==> src/common/sdw_pkg.sv <==
// Shared constants and types for the write/close command sequencer.
// Assumes a 250 MHz device clock; commands are decoded outside.
package sdw_pkg;

   localparam int CLK_PERIOD_PS      = 4000;
   localparam int ROW_CLOSE_TIME_PS  = 19000;
   localparam int WRITE_RECOV_PS     = 14000;
   localparam int ROW_CLOSE_CYC      =
      (ROW_CLOSE_TIME_PS + CLK_PERIOD_PS - 1) / CLK_PERIOD_PS;
   localparam int WRITE_RECOV_CYC    =
      (WRITE_RECOV_PS + CLK_PERIOD_PS - 1) / CLK_PERIOD_PS;

   localparam int NUM_BANKS   = 4;
   localparam int DATA_W      = 16;
   localparam int ADDR_W      = 13;
   localparam int COL_W       = 9;
   localparam int CNT_W       = 10;
   localparam int AUTO_BIT    = 10;
   localparam int LAT_W       = 2;
   localparam logic [CNT_W-1:0] FULL_PAGE_LEN = 10'h0200;
   localparam logic [CNT_W-1:0] CNT_ZERO      = 10'h0000;
   localparam logic [CNT_W-1:0] CNT_ONE       = 10'h0001;
   localparam logic [3:0]       TMR_ZERO      = 4'h0;
   localparam logic [3:0]       TMR_ONE       = 4'h1;

   typedef enum logic [2:0] {
      SDW_CMD_NOP   = 3'h0,
      SDW_CMD_ACT   = 3'h1,
      SDW_CMD_READ  = 3'h2,
      SDW_CMD_WRITE = 3'h3,
      SDW_CMD_PRE   = 3'h4,
      SDW_CMD_TERM  = 3'h5
   } sdw_cmd_type;

   typedef enum logic [2:0] {
      SDW_IDLE  = 3'b001,
      SDW_WRITE = 3'b010,
      SDW_READ  = 3'b100
   } sdw_burst_type;

   typedef enum logic [2:0] {
      SDW_BK_IDLE  = 3'b001,
      SDW_BK_OPEN  = 3'b010,
      SDW_BK_CLOSE = 3'b100
   } sdw_bank_type;

endpackage : sdw_pkg

==> src/verilog/sdw_bank.sv <==
// One bank's row state: idle, open, or closing for the row close time.
// Assumes open/close requests arrive already decoded for this bank.
module sdw_bank
   import sdw_pkg::*;
(
   // Clock and reset
   input  wire logic clk_sys,
   input  wire logic rst_n,
   // Requests
   input  wire logic open_req,
   input  wire logic close_req,
   // Status
   output logic      row_open,
   output logic      row_closing
);
   import sdw_pkg::*;

   sdw_bank_type st_reg, st_next;
   logic [3:0]   tmr_reg, tmr_next;

   always_comb begin
      st_next  = st_reg;
      tmr_next = tmr_reg;
      unique case (st_reg)
         SDW_BK_IDLE: begin
            if (open_req) begin
               st_next = SDW_BK_OPEN;
            end
         end
         SDW_BK_OPEN: begin
            if (close_req) begin
               st_next  = SDW_BK_CLOSE;
               tmr_next = 4'(ROW_CLOSE_CYC - 1);
            end
         end
         SDW_BK_CLOSE: begin
            // A second close here is a no-operation
            if (tmr_reg == TMR_ZERO) begin
               st_next = SDW_BK_IDLE;
            end else begin
               tmr_next = tmr_reg - TMR_ONE;
            end
         end
         default: st_next = SDW_BK_IDLE;
      endcase
   end

   always_ff @(posedge clk_sys) begin
      if (!rst_n) begin
         st_reg  <= SDW_BK_IDLE;
         tmr_reg <= TMR_ZERO;
      end else begin
         st_reg  <= st_next;
         tmr_reg <= tmr_next;
      end
   end

   assign row_open    = (st_reg == SDW_BK_OPEN);
   assign row_closing = (st_reg == SDW_BK_CLOSE);
endmodule : sdw_bank

==> src/verilog/sdw_rdpipe.sv <==
// Read data latency pipe: read word leaves cas latency cycles after issue.
// Assumes the read array answers combinationally on the column address.
module sdw_rdpipe
   import sdw_pkg::*;
(
   // Clock and reset
   input  wire logic              clk_sys,
   input  wire logic              rst_n,
   // Launch side
   input  wire logic              launch,
   input  wire logic [DATA_W-1:0] launch_data,
   input  wire logic [LAT_W-1:0]  cas_latency,
   // Pin side
   output logic                   dq_oe,
   output logic [DATA_W-1:0]      dq_out
);
   import sdw_pkg::*;

   logic [3:0]        vld_reg, vld_next;
   logic [DATA_W-1:0] dat_reg [4];
   logic [DATA_W-1:0] dat_next [4];

   // Stage 0 holds the word for one cycle; later stages add latency
   always_comb begin
      vld_next    = {vld_reg[2:0], launch};
      dat_next[0] = launch_data;
      for (int i = 1; i < 4; i++) begin
         dat_next[i] = dat_reg[i-1];
      end
   end

   always_ff @(posedge clk_sys) begin
      if (!rst_n) begin
         vld_reg <= 4'h0;
         for (int i = 0; i < 4; i++) begin
            dat_reg[i] <= 16'h0000;
         end
      end else begin
         vld_reg <= vld_next;
         for (int i = 0; i < 4; i++) begin
            dat_reg[i] <= dat_next[i];
         end
      end
   end

   assign dq_oe  = vld_reg[cas_latency - LAT_W'(1)];
   assign dq_out = dat_reg[cas_latency - LAT_W'(1)];
endmodule : sdw_rdpipe

==> src/verilog/sdw_top.sv <==
// Command sequencer for writes, burst stop and row close in a stacked DRAM.
// Assumes commands are decoded to sdw_cmd_type and sampled on clk_sys.
module sdw_top
   import sdw_pkg::*;
(
   // Clock and reset
   input  wire logic              clk_sys,
   input  wire logic              rst_n,
   // Command pins
   input  wire logic              clk_en,
   input  wire sdw_cmd_type       cmd,
   input  wire logic [ADDR_W-1:0] addr,
   input  wire logic              bank_select_bit0,
   input  wire logic              bank_select_bit1,
   // Mode settings
   input  wire logic [LAT_W-1:0]  cas_latency,
   input  wire logic [CNT_W-1:0]  burst_len,
   // Data pins
   input  wire logic [DATA_W-1:0] dq_in,
   output logic [DATA_W-1:0]      dq_out,
   output logic                   dq_oe,
   input  wire logic              write_mask,
   // Array write port
   output logic                   arr_we,
   output logic [1:0]             arr_bank,
   output logic [COL_W-1:0]       arr_col,
   output logic [DATA_W-1:0]      arr_wdata,
   // Array read port
   output logic [COL_W-1:0]       arr_rcol,
   input  wire logic [DATA_W-1:0] arr_rdata,
   // Bank status
   output logic [NUM_BANKS-1:0]   bank_open,
   output logic [NUM_BANKS-1:0]   bank_closing
);
   import sdw_pkg::*;

   sdw_burst_type         bst_reg, bst_next;
   logic [CNT_W-1:0]      left_reg, left_next;
   logic [COL_W-1:0]      col_reg, col_next;
   logic [1:0]            bank_reg, bank_next;
   logic                  auto_reg, auto_next;
   logic [3:0]            rec_reg, rec_next;
   logic                  recp_reg, recp_next;
   logic [1:0]            recb_reg, recb_next;
   logic                  we_next;
   logic [COL_W-1:0]      wcol_next;
   logic [DATA_W-1:0]     wdata_next;
   logic [1:0]            wbank_next;
   logic                  we_reg;
   logic [COL_W-1:0]      wcol_reg;
   logic [DATA_W-1:0]     wdata_reg;
   logic [1:0]            wbank_reg;
   logic                  rd_launch;
   logic [1:0]            cmd_bank;
   logic                  auto_close_select_bit;
   logic [NUM_BANKS-1:0]  open_req;
   logic [NUM_BANKS-1:0]  close_req;
   logic [NUM_BANKS-1:0]  auto_close;
   logic [CNT_W-1:0]      blen;

   // Commands are only registered while the clock enable is high
   logic is_cmd_wr, is_cmd_rd, is_cmd_term, is_cmd_pre, is_cmd_act;

   assign cmd_bank              = {bank_select_bit1, bank_select_bit0};
   assign auto_close_select_bit = addr[AUTO_BIT];
   assign is_cmd_wr   = clk_en && (cmd == SDW_CMD_WRITE);
   assign is_cmd_rd   = clk_en && (cmd == SDW_CMD_READ);
   assign is_cmd_term = clk_en && (cmd == SDW_CMD_TERM);
   assign is_cmd_pre  = clk_en && (cmd == SDW_CMD_PRE);
   assign is_cmd_act  = clk_en && (cmd == SDW_CMD_ACT);
   // Zero burst length stands for full page, which never self-ends
   assign blen = (burst_len == CNT_ZERO) ? FULL_PAGE_LEN : burst_len;

   always_comb begin
      bst_next   = bst_reg;
      left_next  = left_reg;
      col_next   = col_reg;
      bank_next  = bank_reg;
      auto_next  = auto_reg;
      rec_next   = rec_reg;
      recp_next  = recp_reg;
      recb_next  = recb_reg;
      we_next    = 1'b0;
      wcol_next  = wcol_reg;
      wdata_next = wdata_reg;
      wbank_next = wbank_reg;
      rd_launch  = 1'b0;
      auto_close = '0;
      // Auto close waits out write recovery after the last word
      if (recp_reg) begin
         if (rec_reg == TMR_ZERO) begin
            recp_next = 1'b0;
            auto_close[recb_reg] = 1'b1;
         end else begin
            rec_next = rec_reg - TMR_ONE;
         end
      end
      if (is_cmd_wr) begin
         // New write takes over any burst in flight
         bst_next   = SDW_WRITE;
         bank_next  = cmd_bank;
         auto_next  = auto_close_select_bit;
         col_next   = addr[COL_W-1:0] + COL_W'(1);
         left_next  = blen - CNT_ONE;
         we_next    = !write_mask;
         wcol_next  = addr[COL_W-1:0];
         wdata_next = dq_in;
         wbank_next = cmd_bank;
         if (blen == CNT_ONE) begin
            bst_next = SDW_IDLE;
            if (auto_close_select_bit) begin
               recp_next = 1'b1;
               rec_next  = 4'(WRITE_RECOV_CYC - 1);
               recb_next = cmd_bank;
            end
         end
      end else if (is_cmd_rd) begin
         // Read ends write capture on this very edge
         bst_next  = SDW_READ;
         bank_next = cmd_bank;
         auto_next = auto_close_select_bit;
         col_next  = addr[COL_W-1:0] + COL_W'(1);
         left_next = blen - CNT_ONE;
         rd_launch = 1'b1;
         if (blen == CNT_ONE) begin
            bst_next = SDW_IDLE;
         end
      end else if (is_cmd_term && !auto_reg) begin
         // Coincident word dropped; applies to the latest burst
         bst_next = SDW_IDLE;
      end else if (is_cmd_pre && !auto_reg && bst_reg != SDW_IDLE
                   && (auto_close_select_bit || cmd_bank == bank_reg)) begin
         bst_next = SDW_IDLE;
      end else if (clk_en && bst_reg != SDW_IDLE) begin
         // Suspended cycles neither capture nor count
         left_next = left_reg - CNT_ONE;
         col_next  = col_reg + COL_W'(1);
         if (bst_reg == SDW_WRITE) begin
            we_next    = !write_mask;
            wcol_next  = col_reg;
            wdata_next = dq_in;
            wbank_next = bank_reg;
         end else begin
            rd_launch = 1'b1;
         end
         if (left_reg == CNT_ONE && burst_len != CNT_ZERO) begin
            bst_next = SDW_IDLE;
            if (auto_reg && bst_reg == SDW_WRITE) begin
               recp_next = 1'b1;
               rec_next  = 4'(WRITE_RECOV_CYC - 1);
               recb_next = bank_reg;
            end else if (auto_reg) begin
               auto_close[bank_reg] = 1'b1;
            end
         end
      end
   end

   always_ff @(posedge clk_sys) begin
      if (!rst_n) begin
         bst_reg   <= SDW_IDLE;
         left_reg  <= 10'h0000;
         col_reg   <= 9'h000;
         bank_reg  <= 2'h0;
         auto_reg  <= 1'b0;
         rec_reg   <= 4'h0;
         recp_reg  <= 1'b0;
         recb_reg  <= 2'h0;
         we_reg    <= 1'b0;
         wcol_reg  <= 9'h000;
         wdata_reg <= 16'h0000;
         wbank_reg <= 2'h0;
      end else begin
         bst_reg   <= bst_next;
         left_reg  <= left_next;
         col_reg   <= col_next;
         bank_reg  <= bank_next;
         auto_reg  <= auto_next;
         rec_reg   <= rec_next;
         recp_reg  <= recp_next;
         recb_reg  <= recb_next;
         we_reg    <= we_next;
         wcol_reg  <= wcol_next;
         wdata_reg <= wdata_next;
         wbank_reg <= wbank_next;
      end
   end

   assign arr_we    = we_reg;
   assign arr_col   = wcol_reg;
   assign arr_wdata = wdata_reg;
   assign arr_bank  = wbank_reg;
   // A read command names its own column, even when it cuts a burst
   assign arr_rcol  = is_cmd_rd ? addr[COL_W-1:0] : col_reg;

   genvar b;
   generate
      for (b = 0; b < NUM_BANKS; b++) begin : g_bank
         // Bit ten high closes all banks, else bank select names one
         assign close_req[b] = auto_close[b] || (is_cmd_pre &&
            (auto_close_select_bit || cmd_bank == 2'(b)));
         assign open_req[b] = is_cmd_act && cmd_bank == 2'(b);
         sdw_bank u_bank (
            .clk_sys     (clk_sys),
            .rst_n       (rst_n),
            .open_req    (open_req[b]),
            .close_req   (close_req[b]),
            .row_open    (bank_open[b]),
            .row_closing (bank_closing[b])
         );
      end
   endgenerate

   // Pins are driven only by the read pipe; writes leave them undriven
   sdw_rdpipe u_rdpipe (
      .clk_sys     (clk_sys),
      .rst_n       (rst_n),
      .launch      (rd_launch),
      .launch_data (arr_rdata),
      .cas_latency (cas_latency),
      .dq_oe       (dq_oe),
      .dq_out      (dq_out)
   );
endmodule : sdw_top

==> config.mk <==
export PLATFORM = sky130hd
export DESIGN_NAME = sdw_top
export DESIGN_NICKNAME = d
export VERILOG_FILES = /design/src/common/sdw_pkg.sv /design/src/verilog/sdw_bank.sv /design/src/verilog/sdw_rdpipe.sv /design/src/verilog/sdw_top.sv
export SDC_FILE = /design/constraint.sdc
export NUM_CORES = 1
export LEC_CHECK = 0
export BUFFER_PORTS_ARGS = -buffer_cell sky130_fd_sc_hd__buf_2
export CELL_PAD_IN_SITES_DETAIL_PLACEMENT = 0
export CELL_PAD_IN_SITES_GLOBAL_PLACEMENT = 1
export CORE_MARGIN = 1.5
export CORE_UTILIZATION = 43
export DETAILED_ROUTE_END_ITERATION = 10
export HOLD_SLACK_MARGIN = 0.05
export MAX_ROUTING_LAYER = met4
export PLACE_DENSITY_LB_ADDON = 0.1
export RECOVER_POWER = 50
export SYNTH_ARGS = -nofsm -noshare
export SYNTH_HDL_FRONTEND = slang
export SYNTH_SLANG_ARGS = --single-unit
==> constraint.sdc <==
create_clock -name clk_sys -period 2.7 [get_ports clk_sys]
set_input_delay 0.405 -clock clk_sys [delete_from_list [all_inputs] [get_ports clk_sys]]
set_output_delay 0.405 -clock clk_sys [all_outputs]
set_load 0.01 [all_outputs]
After elaboration in Yosys (flattened, before gate mapping)
Memory sizes are Yosys's and may differ from the RTL's.
Index checks and enable logic that the tools add are counted.
{"block": "op_classes", "n_reduce_logical": 66, "n_bitwise": 6, "n_eq_ne": 48, "add_sub_neg": 10, "n_shift": 0, "magnitude_cmp": 5, "n_mul": 0, "n_div": 0, "n_mux": 134}
{"op": "two-way mux 16 bit", "n": 10}
{"op": "two-way mux 4 bit", "n": 29}
{"op": "two-way mux 9 bit", "n": 12}
{"op": "two-way mux 10 bit", "n": 6}
{"op": "two-way mux 3 bit", "n": 19}
{"op": "two-way mux 2 bit", "n": 18}
{"op": "one-hot mux 3 bit (3 select lines)", "n": 4}
{"op": "one-hot mux 4 bit (2 select lines)", "n": 4}
{"op": "two-way mux 1 bit", "n": 29}
{"op": "AND reduction 3 bit", "n": 9}
{"op": "!= test 2 bit (second input constant)", "n": 12}
{"op": "logical AND 1 bit", "n": 22}
{"op": "== test 3 x 2 -> 1 bit (second input constant)", "n": 7}
{"op": "== test 10 x 1 -> 1 bit (second input constant)", "n": 2}
{"op": "zero test 4 bit", "n": 5}
{"op": "subtractor 10 x 1 -> 10 bit (second input constant)", "n": 2}
{"op": "subtractor 4 x 1 -> 4 bit (second input constant)", "n": 5}
{"op": "adder 9 x 1 -> 9 bit (second input constant)", "n": 2}
{"op": "== test 3 bit (second input constant)", "n": 6}
{"op": "!= test 2 x 1 -> 1 bit (second input constant)", "n": 9}
{"op": "nonzero test 2 bit", "n": 9}
{"op": "== test 3 x 1 -> 1 bit (second input constant)", "n": 5}
{"op": "zero test 10 bit", "n": 1}
{"op": "nonzero test 10 bit", "n": 1}
{"op": "other kinds (22)", "n": 41}
{"block": "word_totals", "romBits": 0, "ram_bits": 64, "mem_count": 1, "latch_bits": 0, "regBits": 92}
{"memory": "u_rdpipe.dat_reg", "words": 4, "word_bits": 16, "rd": 4, "rd_ports_with_merged_regs": 0, "write_ports": 4, "line_no": "sdw_rdpipe.sv:20", "rtl": "logic [DATA_W-1:0] dat_reg [4];"}

Longest topological paths before layout
{"block": "logic_depth", "ltp_word": 18, "depth_mapped": 9, "depth_no_buf": 8}

Hierarchy
A second synthesis with hierarchy kept.
{"block": "unflattened", "hier_cells": 771, "area_unflattened_um2": 7511.0}
{"mod": "sdw_top", "area_each_um2": 3701.0, "instances": 1, "seq_area_each_um2": 1201.2, "cells_per_inst": 443}
{"mod": "sdw_rdpipe", "area_each_um2": 2263.4, "instances": 1, "seq_area_each_um2": 1361.3, "cells_per_inst": 164}
{"mod": "sdw_bank", "area_each_um2": 386.6, "instances": 4, "seq_area_each_um2": 140.1, "cells_per_inst": 41}

Worst setup path after synthesis
OpenSTA, ideal clock, no wires.
{"block": "synth_timing", "path_type": "input -> output", "start": "input cas_latency[0]", "end": "output dq_out[10]", "t_arrival_ns": 1.741, "setup_slack_ns": 0.554, "cell_stages": 3, "path_buffers": 2, "cell_sequence": "clkbuf_1 -> buf_2 -> mux4_2"}
{"block": "synth_via", "elab_chain_cells": 2}
{"element": "start, declared", "line_no": "sdw_top.sv:16", "rtl": "input wire logic [LAT_W-1:0] cas_latency,"}
{"element": "subtractor 2 x 1 -> 2 bit", "line_no": "sdw_rdpipe.sv:47", "rtl": "assign dq_out = dat_reg[cas_latency - LAT_W'(1)];"}
{"element": "memory (4 x 16 bit)"}
{"element": "end, declared", "line_no": "sdw_top.sv:20", "rtl": "output logic [DATA_W-1:0] dq_out,"}
Every way passes these cells.

Worst setup path in the final report
{"block": "layout_timing", "start": "register left_reg[2]", "end": "register g_bank[0].u_bank.tmr_reg[1]"}
{"block": "layout_via", "elab_chain_cells": 11}
{"element": "start, declared", "line_no": "sdw_top.sv:38", "rtl": "logic [CNT_W-1:0] left_reg, left_next;"}
{"element": "start signal, assigned", "line_no": "sdw_top.sv:175", "rtl": "left_reg <= left_next;"}
{"element": "== test 10 x 1 -> 1 bit", "line_no": "sdw_top.sv:146", "rtl": "if (left_reg == CNT_ONE && burst_len != CNT_ZERO) begin"}
{"element": "logical AND 1 bit", "line_no": "sdw_top.sv:146"}
{"element": "two-way mux 4 bit", "line_no": "sdw_top.sv:146"}
{"element": "two-way mux 4 bit", "line_no": "sdw_top.sv:134", "rtl": "end else if (clk_en && bst_reg != SDW_IDLE) begin"}
{"element": "two-way mux 4 bit", "line_no": "sdw_top.sv:131", "rtl": "end else if (is_cmd_pre && !auto_reg && bst_reg != SDW_IDLE"}
{"element": "two-way mux 4 bit", "line_no": "sdw_top.sv:128", "rtl": "end else if (is_cmd_term && !auto_reg) begin"}
{"element": "two-way mux 4 bit", "line_no": "sdw_top.sv:117", "rtl": "end else if (is_cmd_rd) begin"}
{"element": "two-way mux 4 bit", "line_no": "sdw_top.sv:98", "rtl": "if (is_cmd_wr) begin"}
{"element": "logical OR 1 bit", "line_no": "sdw_top.sv:200", "rtl": "assign close_req[b] = auto_close[b] || (is_cmd_pre &&"}
{"element": "!= test 2 x 1 -> 1 bit (no source line)"}
{"element": "AND reduction 3 bit (no source line)"}
{"element": "end signal, assigned", "line_no": "sdw_bank.sv:54", "rtl": "tmr_reg <= tmr_next;"}
{"element": "end, declared", "line_no": "sdw_bank.sv:19", "rtl": "logic [3:0] tmr_reg, tmr_next;"}
Every way passes these cells.
A chain may end at the register's enable or synchronous reset.

==> metrics.md <==
| Metric | Value |
|---|---|
| Outcome | `finished, final reports clean` |
| Pwr dens | `just over 600 mW/mm2` |
| H-tree depth | `4` |
| Ranking of synthesized cells by area | `dfxtp_1 (44%), and2_1 (6.2%), mux4_2 (5.4%)` |
| CTS root buf | `clkbuf_16` |
| Ys Warns | `0` |
| Clock-pin transition on the worst setup and hold timing paths | `~0.07 ns` |
| # nets final | `~940` |
| # diodes | `0` |
| FF-to-FF End | `g_bank[0].u_bank.tmr_reg[1]` |
| Syn_nets | `832` |
| FF+latch count, synth | `about 160` |
| Sw Share | `between 20% and 30%` |
| Post-Layout Cell Count | `between 1000 and 1500` |
| Max-Cap Viols | `0` |
| Peak Freq | `413 MHz` |
| Clock network power share | `between 40% and 50%` |
| DR iter-0 viols | `around 280` |
| Clock skew | `0.00905 ns` |
| Static leakage | `~3.6 nW` |
| DP HPWL | `~11 mm` |
| Combinational share of power | `between 8 and 9%` |
| R2R setup slack | `0.28 ns` |
| Clock buffer depth | `2` |
| Post-synth EDFFs | `0` |
| Fin. max-slew vios | `0` |
| Fin util | `52.7%` |
| Hold buffer count at cts | `0` |
| Final Power | `about 5.1 mW` |
| Post-Syn Instances | `~750` |
| Synth unique cells | `a little over 60` |
| # Post-CTS Setup Buffers | `0` |
| Gp weighted congestion | `approximately 0.82` |
| Initial antenna violation count | `0` |
| Post-CTS resize count | `0` |
| Setup tns final | `0 ns` |
| Row Count | `46` |
| Largest family of logic cells by synthesized area | `simple AND/OR/NAND/NOR gates` |
| Hold Path Stages | `2` |
| Grt ovf | `0` |
| Post-synth top flop | `dfxtp_1` |
| Yosys top cell by area | `dfxtp_1` |
| Clock sink count | `156` |
| Layout cell share with drive strength beyond 1 | `roughly 20%` |
| # IOs | `128` |
| Critical Path AT | `around 2.8 ns` |
| Fraction of the mapped netlist area in adder cells | `2.11%` |
| Final Setup Violations | `0` |
| Fin. Hold Viols | `0` |
| Routed Wire Length | `approximately 16 mm` |
| Routed Antenna Nets | `0` |
| Port-buffer cells | `~120` |
| First-pass GRT wire length | `approximately 27 mm` |
| Worst-skew pair later-pin latency | `roughly 0.42 ns` |
| DR vias/cell | `5.22` |
| Chip width | `about 130 um` |
| Initial DRT Pass Iterations | `5` |
| Yosys top cell area share | `a little over two fifths` |
| Cell Area, Synth | `slightly above 0.007 mm2` |
| Worst setup SP type | `register` |
| RSZ-0062 raised after global routing | `no` |
| Num CTS Buffers | `17` |
| Area Growth Syn to Fin | `18.6%` |
| CP Max Fanout | `10` |
| HP Class | `primary input to register` |
| Min cycle time layout | `2.42 ns` |
| Worst Tran Pin Value | `between 1 and 1.5 ns` |
| Peak supply drop | `0.457 mV` |
| Min-delay src | `write_mask` |
| Dpl cells | `between 1000 and 1500` |
| Final period util | `between 80% and 90%` |
| CTS tree | `yes` |
| Die area | `approximately 0.017 mm2` |
| Crit Reg-Reg Startpoint | `left_reg[2]` |
| Max reg flops | `64` |
| Post-synthesis xor/xnor area fraction | `4.81%` |
| Simple-gate share of the synthesized area | `approximately a quarter` |
| DRC viols | `0` |
| Syn avg cell area | `about 9.4 um2` |
| WL/cell | `roughly 15 um` |
| Vias in the first global route | `between 5000 and 6000` |
| Core area | `between 0.015 and 0.02 mm2` |
| FILL cells | `about 1600` |
| CP Class | `register to register` |
| Gr usage total | `20.0%` |
| Largest net degree at the start of global routing | `between 80 and 90` |
| Flop pwr share | `47.2%` |
| Starting density of the core | `about 44%` |
| Worst r2r path cells | `6` |
| Req. time, crit path | `3.05 ns` |
| Cell-internal power | `about 3.8 mW` |
| P_sw | `roughly 1.3 mW` |
| Async S/R FF share, synth | `0%` |
| Worst rel slew slack | `4.59%` |
| Die H | `132 um` |
| Register area share after synthesis | `44.0%` |
| Mux contribution to synthesized area | `10.1%` |
| CP Capture Type | `register` |
| WHS Endpoint | `arr_we` |
| Via count | `5700` |
| Compound-gate portion of the synthesized area | `between 10% and 20%` |
area by class of cell:
cell class / count / area, um2 / area share (%)
Clock buffer: 19 / 443 / 5.25
Multi-Input combinational cell: 521 / 3650 / 43.3
Inverter: 29 / 109 / 1.29
Sequential cell: 156 / 3120 / 37.0
Tap cell: 216 / 270 / 3.21
Timing Repair Buffer: 139 / 707 / 8.39
Clock inverter: 13 / 128 / 1.51
kinds of logic (layout without fill, tap and decap cells):
family,count (synthesis),in the layout
buffers and inverters,77,200
adder cells (fa/ha/maj),12,12
AND/OR/NAND/NOR,310,310
XOR/XNOR,39,39
multiplexers,49,49
flip-flops,156,156
AO/OA/AOI/OAI,111,111
metal layers:
metal / vias to the layer above / global-route usage, % / share of wire [%]
met5: - / - / 0
met4: 0 / 6.60 / 1.2
met3: 19 / 4.90 / 4.3
met2: 121 / 32.9 / 49
met1: 2719 / 24.0 / 45
li1: 2841 / - / -
cell usage after synthesis, drive strengths merged (3+ instances only):
| cell type | instances |
|---|---|
| nor4 | 11 |
| nand2 | 68 |
| nor2 | 57 |
| o21ai | 28 |
| inv | 29 |
| nand3 | 32 |
| nor3 | 12 |
| buf | 20 |
| xor2 | 24 |
| nand3b | 4 |
| dfxtp | 156 |
| and3 | 12 |
| and2 | 70 |
| a22oi | 4 |
| nor2b | 7 |
| ha | 12 |
| and4 | 4 |
| mux2 | 9 |
| mux2i | 23 |
| xnor2 | 15 |
| nor3b | 8 |
| nand2b | 5 |
| mux4 | 17 |
| a31oi | 10 |
| nor4b | 3 |
| a2bb2oi | 3 |
| nand4 | 3 |
| a21oi | 31 |
| a21boi | 3 |
| o211a | 15 |
| clkbuf | 28 |
cell usage in the layout (no fill, tap or decap), drive strengths merged, types with 15 or more instances in the layout:
| cell | instances |
|---|---|
| clkbuf | 55 |
| dfxtp | 156 |
| buf | 103 |
| a21oi | 31 |
| mux2i | 23 |
| xnor2 | 15 |
| o21ai | 28 |
| nor2 | 57 |
| nand2 | 68 |
| inv | 34 |
| and2 | 70 |
| mux4 | 17 |
| o211a | 15 |
| nand3 | 32 |
| xor2 | 24 |
power groups by stage:
stage | combinational (mW) | sequential, mW | clock, mW
3_5_place_dp | 0.444 | 2.47 | 0
6_report | 0.438 | 2.42 | 2.27
2_1_floorplan | 0.280 | 2.46 | 0
4_1_cts | 0.447 | 2.42 | 2.33
5_1_grt | 0.486 | 2.43 | 2.44
3_3_place_gp | 0.436 | 2.47 | 0
worst max-delay path, stage by stage, from the launching register on:
cell and delay (ns):
dfxtp_1 0.34, or4_4 0.56, nor4_2 0.21, and3_1 0.53
a21boi_2 0.16, o41ai_4 0.33, mux2i_1 0.22
per-stage QoR:
step	setup slack (ns)	hold WS (ns)	instance area [um2]
3_5_place_dp	0.260	0.439	7920
2_1_floorplan	0.554	0.424	7110
5_1_grt	0.0679	0.122	8430
6_report	0.277	0.133	8430
3_3_place_gp	0.323	0.427	7920
4_1_cts	0.254	0.114	8490
worst max-delay path by stage:
| stage | startpoint | to | slack (ns) | depth (start not counted) |
|---|---|---|---|---|
| after detailed placement | left_reg[2] | g_bank[0].u_bank.tmr_reg[1] | 0.26 | 6 |
| final | left_reg[2] | g_bank[0].u_bank.tmr_reg[1] | 0.28 | 6 |
| after global placement | left_reg[2] | g_bank[0].u_bank.tmr_reg[1] | 0.32 | 6 |
| after global routing | left_reg[2] | g_bank[0].u_bank.tmr_reg[1] | 0.07 | 6 |
| after floorplan | cas_latency[0] | dq_out[10] | 0.55 | 3 |
| after CTS | left_reg[2] | g_bank[0].u_bank.tmr_reg[1] | 0.25 | 6 |
Power figures use the tool's default switching activity.
